`config.mk`:
```
export PLATFORM = sky130hd
export DESIGN_NAME = toggle_pulse_timer
export DESIGN_NICKNAME = d
export VERILOG_FILES = /design/src/timer_pkg.sv /design/src/clock_prescaler.sv /design/src/toggle_pulse_timer.sv
export SDC_FILE = /design/constraint.sdc
export NUM_CORES = 1
export LEC_CHECK = 0
export BUFFER_PORTS_ARGS = -buffer_cell sky130_fd_sc_hd__buf_2
export CORE_UTILIZATION = 51
export DETAILED_ROUTE_END_ITERATION = 7
export MAX_ROUTING_LAYER = met4
export PLACE_DENSITY = 0.73
export SLEW_MARGIN = 20
export SYNTH_ARGS = -nofsm -noshare
export SYNTH_HDL_FRONTEND = slang
export SYNTH_SLANG_ARGS = --single-unit
export TNS_END_PERCENT = 10
```
`constraint.sdc`:
```
create_clock -name clk -period 2.3 [get_ports clk]
set_input_delay 0.345 -clock clk [delete_from_list [all_inputs] [get_ports clk]]
set_output_delay 0.345 -clock clk [all_outputs]
set_load 0.02 [all_outputs]
```
`src/timer_pkg.sv`:
```
package timer_pkg;
  // Register addresses on the plain port
  localparam logic [3:0] ADDR_CTRL = 4'h0;
  localparam logic [3:0] ADDR_IO_CTRL = 4'h1;
  localparam logic [3:0] ADDR_COMPARE_A = 4'h2;
  localparam logic [3:0] ADDR_START = 4'h3;
  localparam logic [3:0] ADDR_COUNTER = 4'h4;
  localparam logic [3:0] ADDR_MODULE_STOP = 4'h5;
  localparam logic [3:0] ADDR_STATUS = 4'h6;

  localparam int CNT_W = 16;

  // Control register fields
  localparam int CTRL_PSC_LSB = 0;
  localparam int CTRL_PSC_W = 3;
  localparam int CTRL_CLR_LSB = 5;
  localparam int CTRL_CLR_W = 3;
  localparam logic [2:0] CLR_NONE = 3'h0;
  localparam logic [2:0] CLR_MATCH_A = 3'h1;

  // Output action on match
  localparam int IO_W = 4;
  localparam logic [3:0] IO_NONE = 4'h0;
  localparam logic [3:0] IO_LOW = 4'h1;
  localparam logic [3:0] IO_HIGH = 4'h2;
  localparam logic [3:0] IO_TOGGLE = 4'h3;

  localparam logic [7:0] CTRL_RESET = 8'h00;
  localparam logic [15:0] COMPARE_RESET = 16'hffff;
  localparam logic MSTOP_RESET = 1'b1;

  // Nominal system clock figures
  localparam int SYS_CLK_HZ = 20_000_000;
  localparam int SYS_PERIOD_NS = 1_000_000_000 / SYS_CLK_HZ;
  localparam int MIN_PERIOD_NS = 100;
  localparam int MAX_PERIOD_NS = 3_270_000;
  localparam int MIN_CYCLES = MIN_PERIOD_NS / SYS_PERIOD_NS;
endpackage

```
`src/clock_prescaler.sv`:
```
`timescale 1ns/1ps
module clock_prescaler
  import timer_pkg::*;
(
  input wire logic clk, // System clock
  input wire logic rst, // Async reset
  input wire logic run, // Divider advances only while counting
  input wire logic [CTRL_PSC_W-1:0] sel, // Divide by 1,4,16,64,...
  output logic tick // One-cycle count enable
);
  logic [13:0] div_r;
  logic [13:0] mask;

  always_comb begin
    unique case (sel)
      3'd0: mask = 14'h0000;
      3'd1: mask = 14'h0003;
      3'd2: mask = 14'h000f;
      3'd3: mask = 14'h003f;
      3'd4: mask = 14'h00ff;
      3'd5: mask = 14'h03ff;
      3'd6: mask = 14'h0fff;
      default: mask = 14'h3fff;
    endcase
  end

  // Divider clears while stopped, so the first period after start is whole
  always_ff @(posedge clk or posedge rst) begin
    if (rst) begin
      div_r <= '0;
    end else if (!run) begin
      div_r <= '0;
    end else begin
      div_r <= div_r + 14'h0001;
    end
  end

  assign tick = run && ((div_r & mask) == mask);
endmodule

```
`src/toggle_pulse_timer.sv`:
```
`timescale 1ns/1ps
// Summary of operation
// - The channel counter is 16 bits and counts periods of the selected counter clock.
// - With the clear source set to match A, a match between counter and compare register A clears the counter to zero.
// - In toggle mode the compare output pin inverts on every match with register A.
// - Once started the pin keeps toggling from hardware matches with no software help.
// - Toggle plus clear-on-match gives equal high and low times.
// - Output periods from a few clocks up to 2^17 counter clocks are reachable.
// - Output period equals twice the sum of the programmed value and one, times the counter clock period.
// - The control register picks the counter clock and the clear source.
// - The I/O control register picks the pin level taken on a match, toggle included.
// - The start bit runs the counter when set and stops it when cleared.
module toggle_pulse_timer
  import timer_pkg::*;
(
  input wire logic clk, // System clock
  input wire logic rst, // Async reset, active high
  input wire logic [3:0] addr, // Register address
  input wire logic [15:0] wdata, // Write data
  input wire logic wr_en, // Write strobe
  input wire logic rd_en, // Read strobe
  output logic [15:0] rdata, // Read data, cycle after strobe
  output logic compare_output_pin // Generated pulse
);
  // ----------------------------------------------------------------
  // Registers
  // ----------------------------------------------------------------
  logic [7:0] timer_control_reg_r;
  logic [IO_W-1:0] io_control_reg_r;
  logic [CNT_W-1:0] general_compare_reg_a_r;
  logic counter_start_reg_r;
  logic module_stop_control_r;
  logic [CNT_W-1:0] channel_counter_r;
  logic [CNT_W-1:0] channel_counter_nxt;
  logic match_seen_r;
  logic pin_r;
  logic pin_nxt;
  logic tick;
  logic match;
  logic running;
  logic wr_counter;

  // Module stop freezes the channel and blocks its configuration
  assign running = counter_start_reg_r && !module_stop_control_r;
  assign wr_counter = wr_en && (addr == ADDR_COUNTER) && !module_stop_control_r;

  always_ff @(posedge clk or posedge rst) begin
    if (rst) begin
      module_stop_control_r <= MSTOP_RESET;
    end else if (wr_en && addr == ADDR_MODULE_STOP) begin
      module_stop_control_r <= wdata[0];
    end
  end

  always_ff @(posedge clk or posedge rst) begin
    if (rst) begin
      timer_control_reg_r <= CTRL_RESET;
    end else if (wr_en && addr == ADDR_CTRL && !module_stop_control_r) begin
      timer_control_reg_r <= wdata[7:0];
    end
  end

  always_ff @(posedge clk or posedge rst) begin
    if (rst) begin
      io_control_reg_r <= IO_NONE;
    end else if (wr_en && addr == ADDR_IO_CTRL && !module_stop_control_r) begin
      io_control_reg_r <= wdata[IO_W-1:0];
    end
  end

  always_ff @(posedge clk or posedge rst) begin
    if (rst) begin
      general_compare_reg_a_r <= COMPARE_RESET;
    end else if (wr_en && addr == ADDR_COMPARE_A && !module_stop_control_r) begin
      general_compare_reg_a_r <= wdata;
    end
  end

  always_ff @(posedge clk or posedge rst) begin
    if (rst) begin
      counter_start_reg_r <= 1'b0;
    end else if (wr_en && addr == ADDR_START && !module_stop_control_r) begin
      counter_start_reg_r <= wdata[0];
    end
  end

  // ----------------------------------------------------------------
  // Counter clock selection
  // ----------------------------------------------------------------
  clock_prescaler u_prescaler (
    .clk(clk),
    .rst(rst),
    .run(running),
    .sel(timer_control_reg_r[CTRL_PSC_LSB +: CTRL_PSC_W]),
    .tick(tick)
  );

  // ----------------------------------------------------------------
  // Counter and compare
  // ----------------------------------------------------------------
  // Match is judged on the counter clock edge, so a value of N spans N+1 counts
  assign match = tick && (channel_counter_r == general_compare_reg_a_r);

  always_comb begin
    channel_counter_nxt = channel_counter_r;
    if (match && timer_control_reg_r[CTRL_CLR_LSB +: CTRL_CLR_W] == CLR_MATCH_A) begin
      channel_counter_nxt = '0;
    end else if (tick) begin
      channel_counter_nxt = channel_counter_r + 16'h0001;
    end
  end

  // A software write to the counter wins over counting in the same cycle
  always_ff @(posedge clk or posedge rst) begin
    if (rst) begin
      channel_counter_r <= '0;
    end else if (wr_counter) begin
      channel_counter_r <= wdata;
    end else begin
      channel_counter_r <= channel_counter_nxt;
    end
  end

  // ----------------------------------------------------------------
  // Output pin
  // ----------------------------------------------------------------
  always_comb begin
    pin_nxt = pin_r;
    if (match) begin
      unique case (io_control_reg_r)
        IO_LOW: pin_nxt = 1'b0;
        IO_HIGH: pin_nxt = 1'b1;
        IO_TOGGLE: pin_nxt = ~pin_r;
        default: pin_nxt = pin_r;
      endcase
    end
  end

  // Pin runs off hardware matches alone; no per-edge software action
  always_ff @(posedge clk or posedge rst) begin
    if (rst) begin
      pin_r <= 1'b0;
    end else begin
      pin_r <= pin_nxt;
    end
  end

  assign compare_output_pin = pin_r;

  // Sticky match flag; set wins over a clear in the same cycle
  always_ff @(posedge clk or posedge rst) begin
    if (rst) begin
      match_seen_r <= 1'b0;
    end else if (match) begin
      match_seen_r <= 1'b1;
    end else if (wr_en && addr == ADDR_STATUS && wdata[0]) begin
      match_seen_r <= 1'b0;
    end
  end

  // ----------------------------------------------------------------
  // Read port
  // ----------------------------------------------------------------
  always_ff @(posedge clk or posedge rst) begin
    if (rst) begin
      rdata <= '0;
    end else if (rd_en) begin
      unique case (addr)
        ADDR_CTRL: rdata <= {8'h00, timer_control_reg_r};
        ADDR_IO_CTRL: rdata <= {12'h000, io_control_reg_r};
        ADDR_COMPARE_A: rdata <= general_compare_reg_a_r;
        ADDR_START: rdata <= {15'h0000, counter_start_reg_r};
        ADDR_COUNTER: rdata <= channel_counter_r;
        ADDR_MODULE_STOP: rdata <= {15'h0000, module_stop_control_r};
        ADDR_STATUS: rdata <= {14'h0000, pin_r, match_seen_r};
        default: rdata <= 16'h0000;
      endcase
    end else begin
      rdata <= 16'h0000;
    end
  end
endmodule
```
==> results.yml, run 1 <==
status:
  outcome: "complete, no violations"
worst_setup_path:
  arrival_ps: 2440
  crit_path_end_kind: "register"
  critical_path_required_ps: 2560
  reg2reg_slack_ps: 120
  worst_path_fanout_max: 7
  worstSetupPathType: "reg2reg"
  reg2reg_depth: 7
  critPathLaunchType: "register"
floorplan:
  die-width_um: 90.2
  row_count: 31
  die_height_um: 90.2
  start_util_pct: 53.8
  core_um2: 7370
  die_area_um2: 8130
  io_pins: 41
yosys:
  syn_inst_count: 388
  synth.cell_area_um2: 3960
  synth_fa_ha_area_share_pct: 0.631
  post_synth.cell_area_avg_um2: 10.2
  synth-edff-count: 0
  synth.area.mux_share_pct: 8.78
  share_of_the_synthesized_netlist_area_taken_by_xor_and_xnor_gates_pct: 5.97
  synth_async_sr_flop_share_pct: 100
  post_synthesis_compound_gate_area_fraction_pct: 14.3
  synth-simple-area-share_pct: 17.2
  synthFlopType: "dfrtp_1"
  synth-warning-count: 0
  ys_seq_area_share_pct: 49.8
  synth-seq-cells: 78
  main_combinational_cell_family_by_area_after_synthesis: "simple AND/OR/NAND/NOR gates"
  syn-num-nets: 414
  synth_cell_types: 49
sta:
  timing.fmax_mhz: 458
  timing.final.ws_setup_ps: 117
  fin_crit_sh_pct: 94.9
  drv_slew: 0
  timing.setup.tns_ps: 0
  grt_setup_unrepaired: "true"
  timing.final.crit_period_ps: 2180
  skew_ps: 10.4
  max-slew-margin-rel_pct: 57.9
  max_slew.worst_pin.slew_ps: 631
  finalSetupViolations: 0
  finalHoldViolations: 0
pwr:
  worst_vdd_rail_ir_drop_mv: 0.548
  power_total_w: 0.00404
  leakagePower_nw: 1.92
  power_density_cells_nw_per_um2: 877
layout:
  antennaDiodeCount: 0
  postLayoutCellArea_um2: 4610
  drive_above_1_share_pct: 28.9
  finish.net_count: 461
  layout-area-overhead-vs-synth_pct: 16.2
  fill_cells: 644
global_route:
  grt_start_max_net_pins: 79
  grt-ovfl-total: 0
  first_global_vias: 3138
  track_usage_pct: 25.7
  grt_first_pass_wirelength_mm: 15.7
  initial_antenna_violation_count: 0
route:
  route.vias.total: 3253
  avgRoutedWirePerCell_um: 17.7
  drt_first_iter_violations: 235
  antenna_left: 0
  drt_drc_violations_left: 0
  detail_route.first_pass.iterations: 5
  routed_wl_mm: 9.55
  drt-vias-per-instance: 6.04
cts:
  cts.sinks: 78
  insertion_delay_ps: 360
  cts.hold.buffers_added: 0
  cts_max_path_buffers: 2
  post_cts_buffers: 0
  tritoncts: "done"
  number_of_buffers_created_by_cts: 9
  clock_tree.root_cell: "clkbuf_8"
  h-tree-depth: 3
  clk_pin_slew_worst_paths_ps: 80
run:
  drv_cap: 0
place:
  routabilityCongestion: 0.895
  port_buffers: 40
  hpwlAfterDp_mm: 6.47
  post-place-ws_ps: 218
  postPlaceCellArea_um2: 4340
min_path:
  timing.hold.worst.class: "in2async"
[final timing paths]
kind	start	end
max in group asynchronous	rst	general_compare_reg_a_r[5]$_DFFE_PP1P_
worst min-delay path	rst	rdata[15]$_DFF_PP0_
min in group clk	wdata[10]	channel_counter_r[10]$_DFFE_PP0P_
worst min register to register	general_compare_reg_a_r[6]$_DFFE_PP1P_	general_compare_reg_a_r[6]$_DFFE_PP1P_
worst max-delay path	general_compare_reg_a_r[8]$_DFFE_PP1P_	compare_output_pin$_DFFE_PP0P_
worst max register to register	general_compare_reg_a_r[8]$_DFFE_PP1P_	compare_output_pin$_DFFE_PP0P_
[cell usage in the layout, fill, tap and decap left out, types with 3 or more instances in the layout]
cell type  Yosys  final
a21boi_0       4      4
a21oi_1       25     25
a22o_1         3      3
a22oi_1       12     12
a31oi_1        8      8
a32oi_1        6      6
buf_2         11     40
buf_4          1     16
bufinv_16      0      3
clkbuf_8       0     12
dfrtp_1       61     61
dfstp_2       17     17
inv_1          7      6
mux2_2        28     28
nand2_1       29     29
nand3_1       13     13
nand4_1       14     14
nand4b_1       3      3
nor2_1        41     40
nor2b_1        4      4
nor3_1        12     12
o21ai_0       11     11
o21ai_1        7      7
or3_1          3      3
xnor2_1       20     20
xor2_1         7      7
[critical path, stage by stage (launching register included)]
cell	delay (ps)
dfstp_2	560
xnor2_1	160
nand4_1	190
nor4_4	330
buf_4	200
nor3b_2	300
a31oi_1	140
a41oi_1	210
[sequential cells by signal (all words and copies together), names as in the netlist]
| signal | cells |
|---|---|
| timer_control_reg_r | 8 |
| compare_output_pin | 1 |
| channel_counter_r | 16 |
| module_stop_control_r | 1 |
| u_prescaler.div_r | 14 |
| rdata | 16 |
| general_compare_reg_a_r | 16 |
| io_control_reg_r | 4 |
| match_seen_r | 1 |
| counter_start_reg_r | 1 |
[through the flow]
stage	util [%]	std cells	hold WS, ps
floorplan	-	388	450
global placement	58.9	523	472
detailed placement	58.9	523	494
CTS	62.5	539	100
global route	62.5	539	113
finish	62.5	539	87.5
[synthesized netlist by cell type (3+ instances only)]
library cell / number / share of area (%)
a21boi_0: 4 / 0.76
a21oi_1: 25 / 3.2
a22o_1: 3 / 0.66
a22oi_1: 12 / 2.3
a31oi_1: 8 / 1.3
a32oi_1: 6 / 1.3
buf_2: 11 / 1.4
clkbuf_1: 9 / 0.85
dfrtp_1: 61 / 39
dfstp_2: 17 / 11
inv_1: 7 / 0.66
mux2_2: 28 / 8.0
nand2_1: 29 / 2.7
nand3_1: 13 / 1.6
nand4_1: 14 / 2.2
nand4b_1: 3 / 0.66
nor2_1: 41 / 3.9
nor2b_1: 4 / 0.63
nor3_1: 12 / 1.5
o21ai_0: 11 / 1.4
o21ai_1: 7 / 0.88
or3_1: 3 / 0.47
xnor2_1: 20 / 4.4
xor2_1: 7 / 1.5
[per-layer routing]
metal / global-route usage (%) / up-vias / routed length (µm)
met4: 12.4 / 0 / 234
li1: - / 1494 / -
met3: 5.16 / 23 / 687
met2: 38.2 / 137 / 4480
met1: 33.9 / 1599 / 4140
met5: - / - / 0
[kinds of logic after synthesis]
family | Yosys count
and+or+nand+nor | 134
AOI/OAI and AO/OA | 88
DFF | 78
buffers and inverters | 29
xor gates and xnor gates | 27
muxes | 30
adders and majority gates | 2
[report_power, final]
part	internal, W	switching, W	leakage, nW
registers	0.00164	0.000291	0.968
clock network	0.000811	0.000501	0.130
logic	0.000388	0.000405	0.826
total	0.00284	0.00120	1.92
[area by class of cell]
type,count,area [µm²],area share [%]
tap,99,124,2.69
sequential,78,1970,42.8
timing repair buffer,58,360,7.82
clock inverter,3,90.1,1.96
inverter,7,30.0,0.652
clock buffer,13,169,3.67
multi-input combinational,281,1860,40.4
[repair_timing]
item	in CTS	in global routing
setup endpoints to repair	0	4
gates resized for setup	0	1
endpoints found under the hold margin	0	0
No activity file was read; power rests on OpenSTA's default activity.
==> run 2, diff against run 1 <==
--- a/config.mk
+++ b/config.mk
@@ -6,12 +6,13 @@
 export NUM_CORES = 1
 export LEC_CHECK = 0
 export BUFFER_PORTS_ARGS = -buffer_cell sky130_fd_sc_hd__buf_2
-export CORE_UTILIZATION = 51
+export CORE_UTILIZATION = 37
+export CTS_CLUSTER_SIZE = 28
 export DETAILED_ROUTE_END_ITERATION = 7
 export MAX_ROUTING_LAYER = met4
-export PLACE_DENSITY = 0.73
 export SLEW_MARGIN = 20
 export SYNTH_ARGS = -nofsm -noshare
 export SYNTH_HDL_FRONTEND = slang
+export SYNTH_HIERARCHICAL = 1
 export SYNTH_SLANG_ARGS = --single-unit
 export TNS_END_PERCENT = 10
==> results.yml, run 2 <==
status:
  outcome: "finished with violations"
  violations: "negative setup slack"
sta:
  drv_slew: 0
  max_slew.worst_pin.slew_ps: 582
  timing.setup.tns_ps: -1150
  skew_ps: 14.9
  timing.final.crit_period_ps: 2430
  finalSetupViolations: 15
  finalHoldViolations: 0
  timing.fmax_mhz: 411
  max-slew-margin-rel_pct: 61.1
  fin_crit_sh_pct: 106
  grt_setup_unrepaired: "true"
  holdWs_ps: 62.9
  timing.final.ws_setup_ps: -133
route:
  detail_route.first_pass.iterations: 5
  drt_drc_violations_left: 0
  avgRoutedWirePerCell_um: 16.0
  drt-vias-per-instance: 5.17
  drt_first_iter_violations: 141
  routed_wl_mm: 9.21
  route.vias.total: 2978
  antenna_left: 0
cts:
  insertion_delay_ps: 350
  cts.sinks: 78
  post_cts_buffers: 0
  cts.hold.buffers_added: 0
  h-tree-depth: 3
  number_of_buffers_created_by_cts: 9
  cts_max_path_buffers: 2
  clk_pin_slew_worst_paths_ps: 80
  tritoncts: "done"
  clock_tree.root_cell: "clkbuf_8"
worst_setup_path:
  reg2reg_slack_ps: -130
  worst_path_fanout_max: 8
  critical_path_required_ps: 2520
  worstSetupPathType: "reg2reg"
  crit_path_end_kind: "register"
  arrival_ps: 2660
  critPathLaunchType: "register"
place:
  port_buffers: 40
  routabilityCongestion: 0.828
  hpwlAfterDp_mm: 6.87
  postPlaceCellArea_um2: 4600
global_route:
  grt_first_pass_wirelength_mm: 15.4
  initial_antenna_violation_count: 0
  grt_start_max_net_pins: 30
  first_global_vias: 2990
  use_met2_pct: 25.8
  grt-ovfl-total: 0
  global_route.peak_usage_layer: "met1"
  track_usage_pct: 18.1
  grt.met1_usage_pct: 26.3
  global_route.usage.met3_pct: 3.34
layout:
  fill_cells: 993
  layout-area-overhead-vs-synth_pct: 18.5
  layout_commonest_cell: "dfrtp_1"
  top_regs: "channel_counter_r x16, general_compare_reg_a_r x16, rdata x16"
  layout.cells.most_common_list: "dfrtp_1 (61), buf_2 (40), nand2_1 (39), buf_4 (31), mux2_2 (30)"
  drive_above_1_share_pct: 37.5
  postLayoutCellArea_um2: 4840
  antennaDiodeCount: 0
  finish.net_count: 461
  finish.utilization_pct: 46.1
pwr:
  worst_vdd_rail_ir_drop_mv: 0.345
  leakagePower_nw: 2.10
  power_total_w: 0.00395
  power_density_cells_nw_per_um2: 816
yosys:
  yosysTopAreaCellShare_pct: 37.4
  ys_seq_area_share_pct: 48.3
  netlist_top_cells_area: "dfrtp_1 (37%), dfstp_2 (11%), mux2_2 (8.3%)"
  yosysMostFrequentCell: "dfrtp_1"
  syn_inst_count: 369
  synth.cell_area_um2: 4090
  synthFlopType: "dfrtp_1"
  syn-num-nets: 395
  synth-seq-cells: 78
  synth-edff-count: 0
  synth-warning-count: 6
  post_synth.cell_area_avg_um2: 11.1
  synth_async_sr_flop_share_pct: 100
  synth_top_cells_by_count: "dfrtp_1 (61), nand2_1 (40), mux2_2 (30), xor2_1 (21), dfstp_2 (17)"
  synth_cell_types: 58
  synth_top_area_cell: "dfrtp_1"
floorplan:
  die_area_um2: 11500
  core_um2: 10500
  die-width_um: 107
  start_util_pct: 38.9
  die_height_um: 107
  row_count: 37
  io_pins: 41
min_path:
  timing.hold.worst.class: "in2async"
run:
  drv_cap: 0
## run 2: per-stage QoR
step	setup WS (ps)	cells
floorplan	-176	369
global placement	-76.2	560
detailed placement	-93.6	560
CTS	-97.2	576
global route	-252	576
finish	-133	576
## run 2: what timing repair did
action                     4_1_cts  5_1_grt
setup endpoints to repair       17       17
resized for setup                5        0
pin swaps                        4        5
## run 2: power breakdown
| part | switching [W] | internal, W | total (W) |
|---|---|---|---|
| Combinational | 0.000369 | 0.000422 | 0.000791 |
| Sequential | 0.000284 | 0.00165 | 0.00193 |
| Clock | 0.000509 | 0.000721 | 0.00123 |
| Total | 0.00116 | 0.00279 | 0.00395 |
## run 2: cells by family (layout without fill, tap and decap cells)
kind of cell,count (synthesis),count (layout),share of synthesized area (%)
and+or+nand+nor,126,126,17.7
DFF,78,78,48.3
AOI/OAI and AO/OA,68,68,12.8
xor gates and xnor gates,34,34,7.66
muxes,32,32,8.76
buffers and inverters,29,100,4.20
adders and majority gates,2,2,0.612
## run 2: final timing paths
| kind | start | end | cells past startpoint |
|---|---|---|---|
| worst min-delay path | rst | u_prescaler/div_r[7]$_DFF_PP0_ | 2 |
| max in group asynchronous | rst | general_compare_reg_a_r[7]$_DFFE_PP1P_ | 3 |
| worst max-delay path | u_prescaler/div_r[9]$_DFF_PP0_ | channel_counter_r[6]$_DFFE_PP0P_ | 9 |
| min in group clk | wdata[11] | channel_counter_r[11]$_DFFE_PP0P_ | 3 |
| worst max register to register | u_prescaler/div_r[9]$_DFF_PP0_ | channel_counter_r[6]$_DFFE_PP0P_ | 9 |
| worst min register to register | timer_control_reg_r[3]$_DFFE_PP0P_ | timer_control_reg_r[3]$_DFFE_PP0P_ | 1 |
## run 2: layout make-up
class	instances	area (µm²)	area share [%]
clock buffers	10	128	2.64
clock inverters	6	111	2.30
flip-flops and latches	78	1970	40.7
repair buffers	74	475	9.82
well taps	136	170	3.51
inverters	10	37.5	0.775
multi-input cells	262	1950	40.2
## run 2: metal layers
metal	vias up	share of wire, %
met4	0	0.87
li1	1453	-
met2	50	45
met3	5	4.4
met1	1470	50
met5	-	0
## run 2: worst max-delay path, cell delays in order, from the launching register on
cell and delay, ps:
dfrtp_1 360, nand4_1 150, a2111oi_4 310, nand2_1 110
a21oi_2 170, o21ai_1 80, or4_4 550, o31ai_4 290
buf_6 200, o31ai_1 90
==> run 3, diff against run 2 <==
--- a/config.mk
+++ b/config.mk
@@ -10,6 +10,7 @@
 export CTS_CLUSTER_SIZE = 28
 export DETAILED_ROUTE_END_ITERATION = 7
 export MAX_ROUTING_LAYER = met4
+export PLACE_DENSITY = 0.54
 export SLEW_MARGIN = 20
 export SYNTH_ARGS = -nofsm -noshare
 export SYNTH_HDL_FRONTEND = slang
==> results.yml, run 3 (synthesized netlist as in run 2, its figures left out) <==
cts:
  clk_pin_slew_worst_paths_ps: 80
  clock_tree.root_cell: "clkbuf_8"
  tritoncts: "done"
  h-tree-depth: 3
  number_of_buffers_created_by_cts: 9
  insertion_delay_ps: 350
  cts.sinks: 78
  cts_max_path_buffers: 2
place:
  post-place-ws_ps: -114
  routabilityCongestion: 0.841
  port_buffers: 40
  hpwlAfterDp_mm: 6.99
  postPlaceCellArea_um2: 4560
pwr:
  worst_vdd_rail_ir_drop_mv: 0.430
  leakagePower_nw: 2.10
  power_density_cells_nw_per_um2: 780
layout:
  layout.cells.most_common_list: "dfrtp_1 (60), buf_2 (40), nand2_1 (38), mux2_2 (30), buf_4 (30)"
  antennaDiodeCount: 0
  top_regs: "channel_counter_r x16, general_compare_reg_a_r x16, rdata x16"
  layout_commonest_cell: "dfrtp_1"
  fill_cells: 996
  finish.net_count: 462
  postLayoutCellArea_um2: 4840
  drive_above_1_share_pct: 38.5
  layout-area-overhead-vs-synth_pct: 18.6
floorplan:
  die_area_um2: 11500
  die_height_um: 107
  start_util_pct: 38.9
  core_um2: 10500
  die-width_um: 107
  io_pins: 41
  row_count: 37
status:
  outcome: "complete, no violations"
route:
  drt_first_iter_violations: 199
  dr.max_layer_used: "met4"
  route.vias.total: 3035
  detail_route.first_pass.iterations: 7
  routed_wl_mm: 9.54
  routed_length_on_met3_um: 386
  detail_route.wirelength.met1_mm: 4.66
  antenna_left: 0
  drt_drc_violations_left: 0
  avgRoutedWirePerCell_um: 16.5
  wl_met2_mm: 4.39
  drt-vias-per-instance: 5.26
global_route:
  first_global_vias: 3069
  grt_first_pass_wirelength_mm: 16.1
  initial_antenna_violation_count: 0
  grt_start_max_net_pins: 65
  grt-ovfl-total: 0
  track_usage_pct: 18.9
sta:
  timing.final.crit_period_ps: 2280
  skew_ps: 7.27
  timing.final.ws_setup_ps: 15.8
  finalHoldViolations: 0
  finalSetupViolations: 0
  max_slew.worst_pin.slew_ps: 550
  max-slew-margin-rel_pct: 63.3
  fin_crit_sh_pct: 99.3
  grt_setup_unrepaired: "true"
  drv_slew: 0
  timing.fmax_mhz: 438
worst_setup_path:
  critical_path_required_ps: 2530
  reg2reg_depth: 9
  critPathMaxStageDelay_ps: 460
  rr_startpoint: "u_prescaler/div_r[10]$_DFF_PP0_"
  rr_endpoint: "channel_counter_r[6]$_DFFE_PP0P_"
  worst_path_fanout_max: 8
  critPathLaunchType: "register"
  crit_path_end_kind: "register"
  worstSetupPathType: "reg2reg"
  critical_path.slowest_cell: "or4_4"
  crit_path_cell_trace: "nand4_1, a2111oi_4, nand2_1, a21oi_2, o21ai_1, or4_4, o31ai_4, buf_6, o31ai_1"
  critPathLaunch: "u_prescaler/div_r[10]$_DFF_PP0_"
  arrival_ps: 2520
  reg2reg_slack_ps: 20
run:
  drv_cap: 0
min_path:
  timing.hold.worst.class: "in2async"
==> run 3: per-stage QoR <==
step | util, % | setup TNS (ps) | hold slack, ps | instances | power (W)
2_1_floorplan | - | -2240 | 234 | 369 | 0.00250
6_report | 46.1 | 0 | 46.0 | 577 | 0.00378
3_5_place_dp | 43.4 | -1090 | 442 | 555 | 0.00274
3_3_place_gp | 43.4 | -693 | 428 | 555 | 0.00272
4_1_cts | 45.7 | -116 | 61.1 | 573 | 0.00381
5_1_grt | 46.1 | -829 | 87.1 | 577 | 0.00401
==> run 3: cell type report <==
type | instances | area, µm² | share of cell area, %
inverter | 10 | 37.5 | 0.775
sequential | 78 | 1970 | 40.8
clock buffer | 13 | 159 | 3.28
timing repair buffer | 75 | 490 | 10.1
multi-input combinational | 262 | 1970 | 40.7
tap | 136 | 170 | 3.51
clock inverter | 3 | 42.5 | 0.878
==> run 3: what timing repair did <==
action / in CTS / in global routing
resized for setup: 9 / 5
gates cloned: 0 / 0
endpoints found under the setup margin: 16 / 17
buffers inserted: 2 / 5
pin swaps: 10 / 9
hold buffers: 0 / 0
==> run 3: worst max-delay path by stage <==
stage,to,slack [ps]
floorplan,channel_counter_r[5]$_DFFE_PP0P_,-180
finish,channel_counter_r[6]$_DFFE_PP0P_,20
global placement,channel_counter_r[4]$_DFFE_PP0P_,-80
CTS,channel_counter_r[6]$_DFFE_PP0P_,-30
detailed placement,channel_counter_r[4]$_DFFE_PP0P_,-110
global route,channel_counter_r[6]$_DFFE_PP0P_,-100
==> run 3: power breakdown <==
| part | total [W] | leakage, nW | internal, W | switching (W) |
|---|---|---|---|---|
| Combinational | 0.000787 | 1.02 | 0.000420 | 0.000367 |
| Sequential | 0.00195 | 0.980 | 0.00165 | 0.000304 |
| Clock | 0.00104 | 0.0996 | 0.000560 | 0.000482 |
| Total | 0.00378 | 2.10 | 0.00263 | 0.00115 |
==> run 3: routing by layer <==
layer,GRT usage (%),up-vias
met2,27.6,53
met5,-,-
li1,-,1455
met3,2.86,7
met1,26.7,1520
met4,6.26,0
==> run 3: worst max-delay path, delay by kind of cell (launching register included) <==
kind,cells,cell delay [ps]
AOI/OAI and AO/OA,5,900
and+or+nand+nor,3,710
buffers and inverters,1,200
DFF,1,350
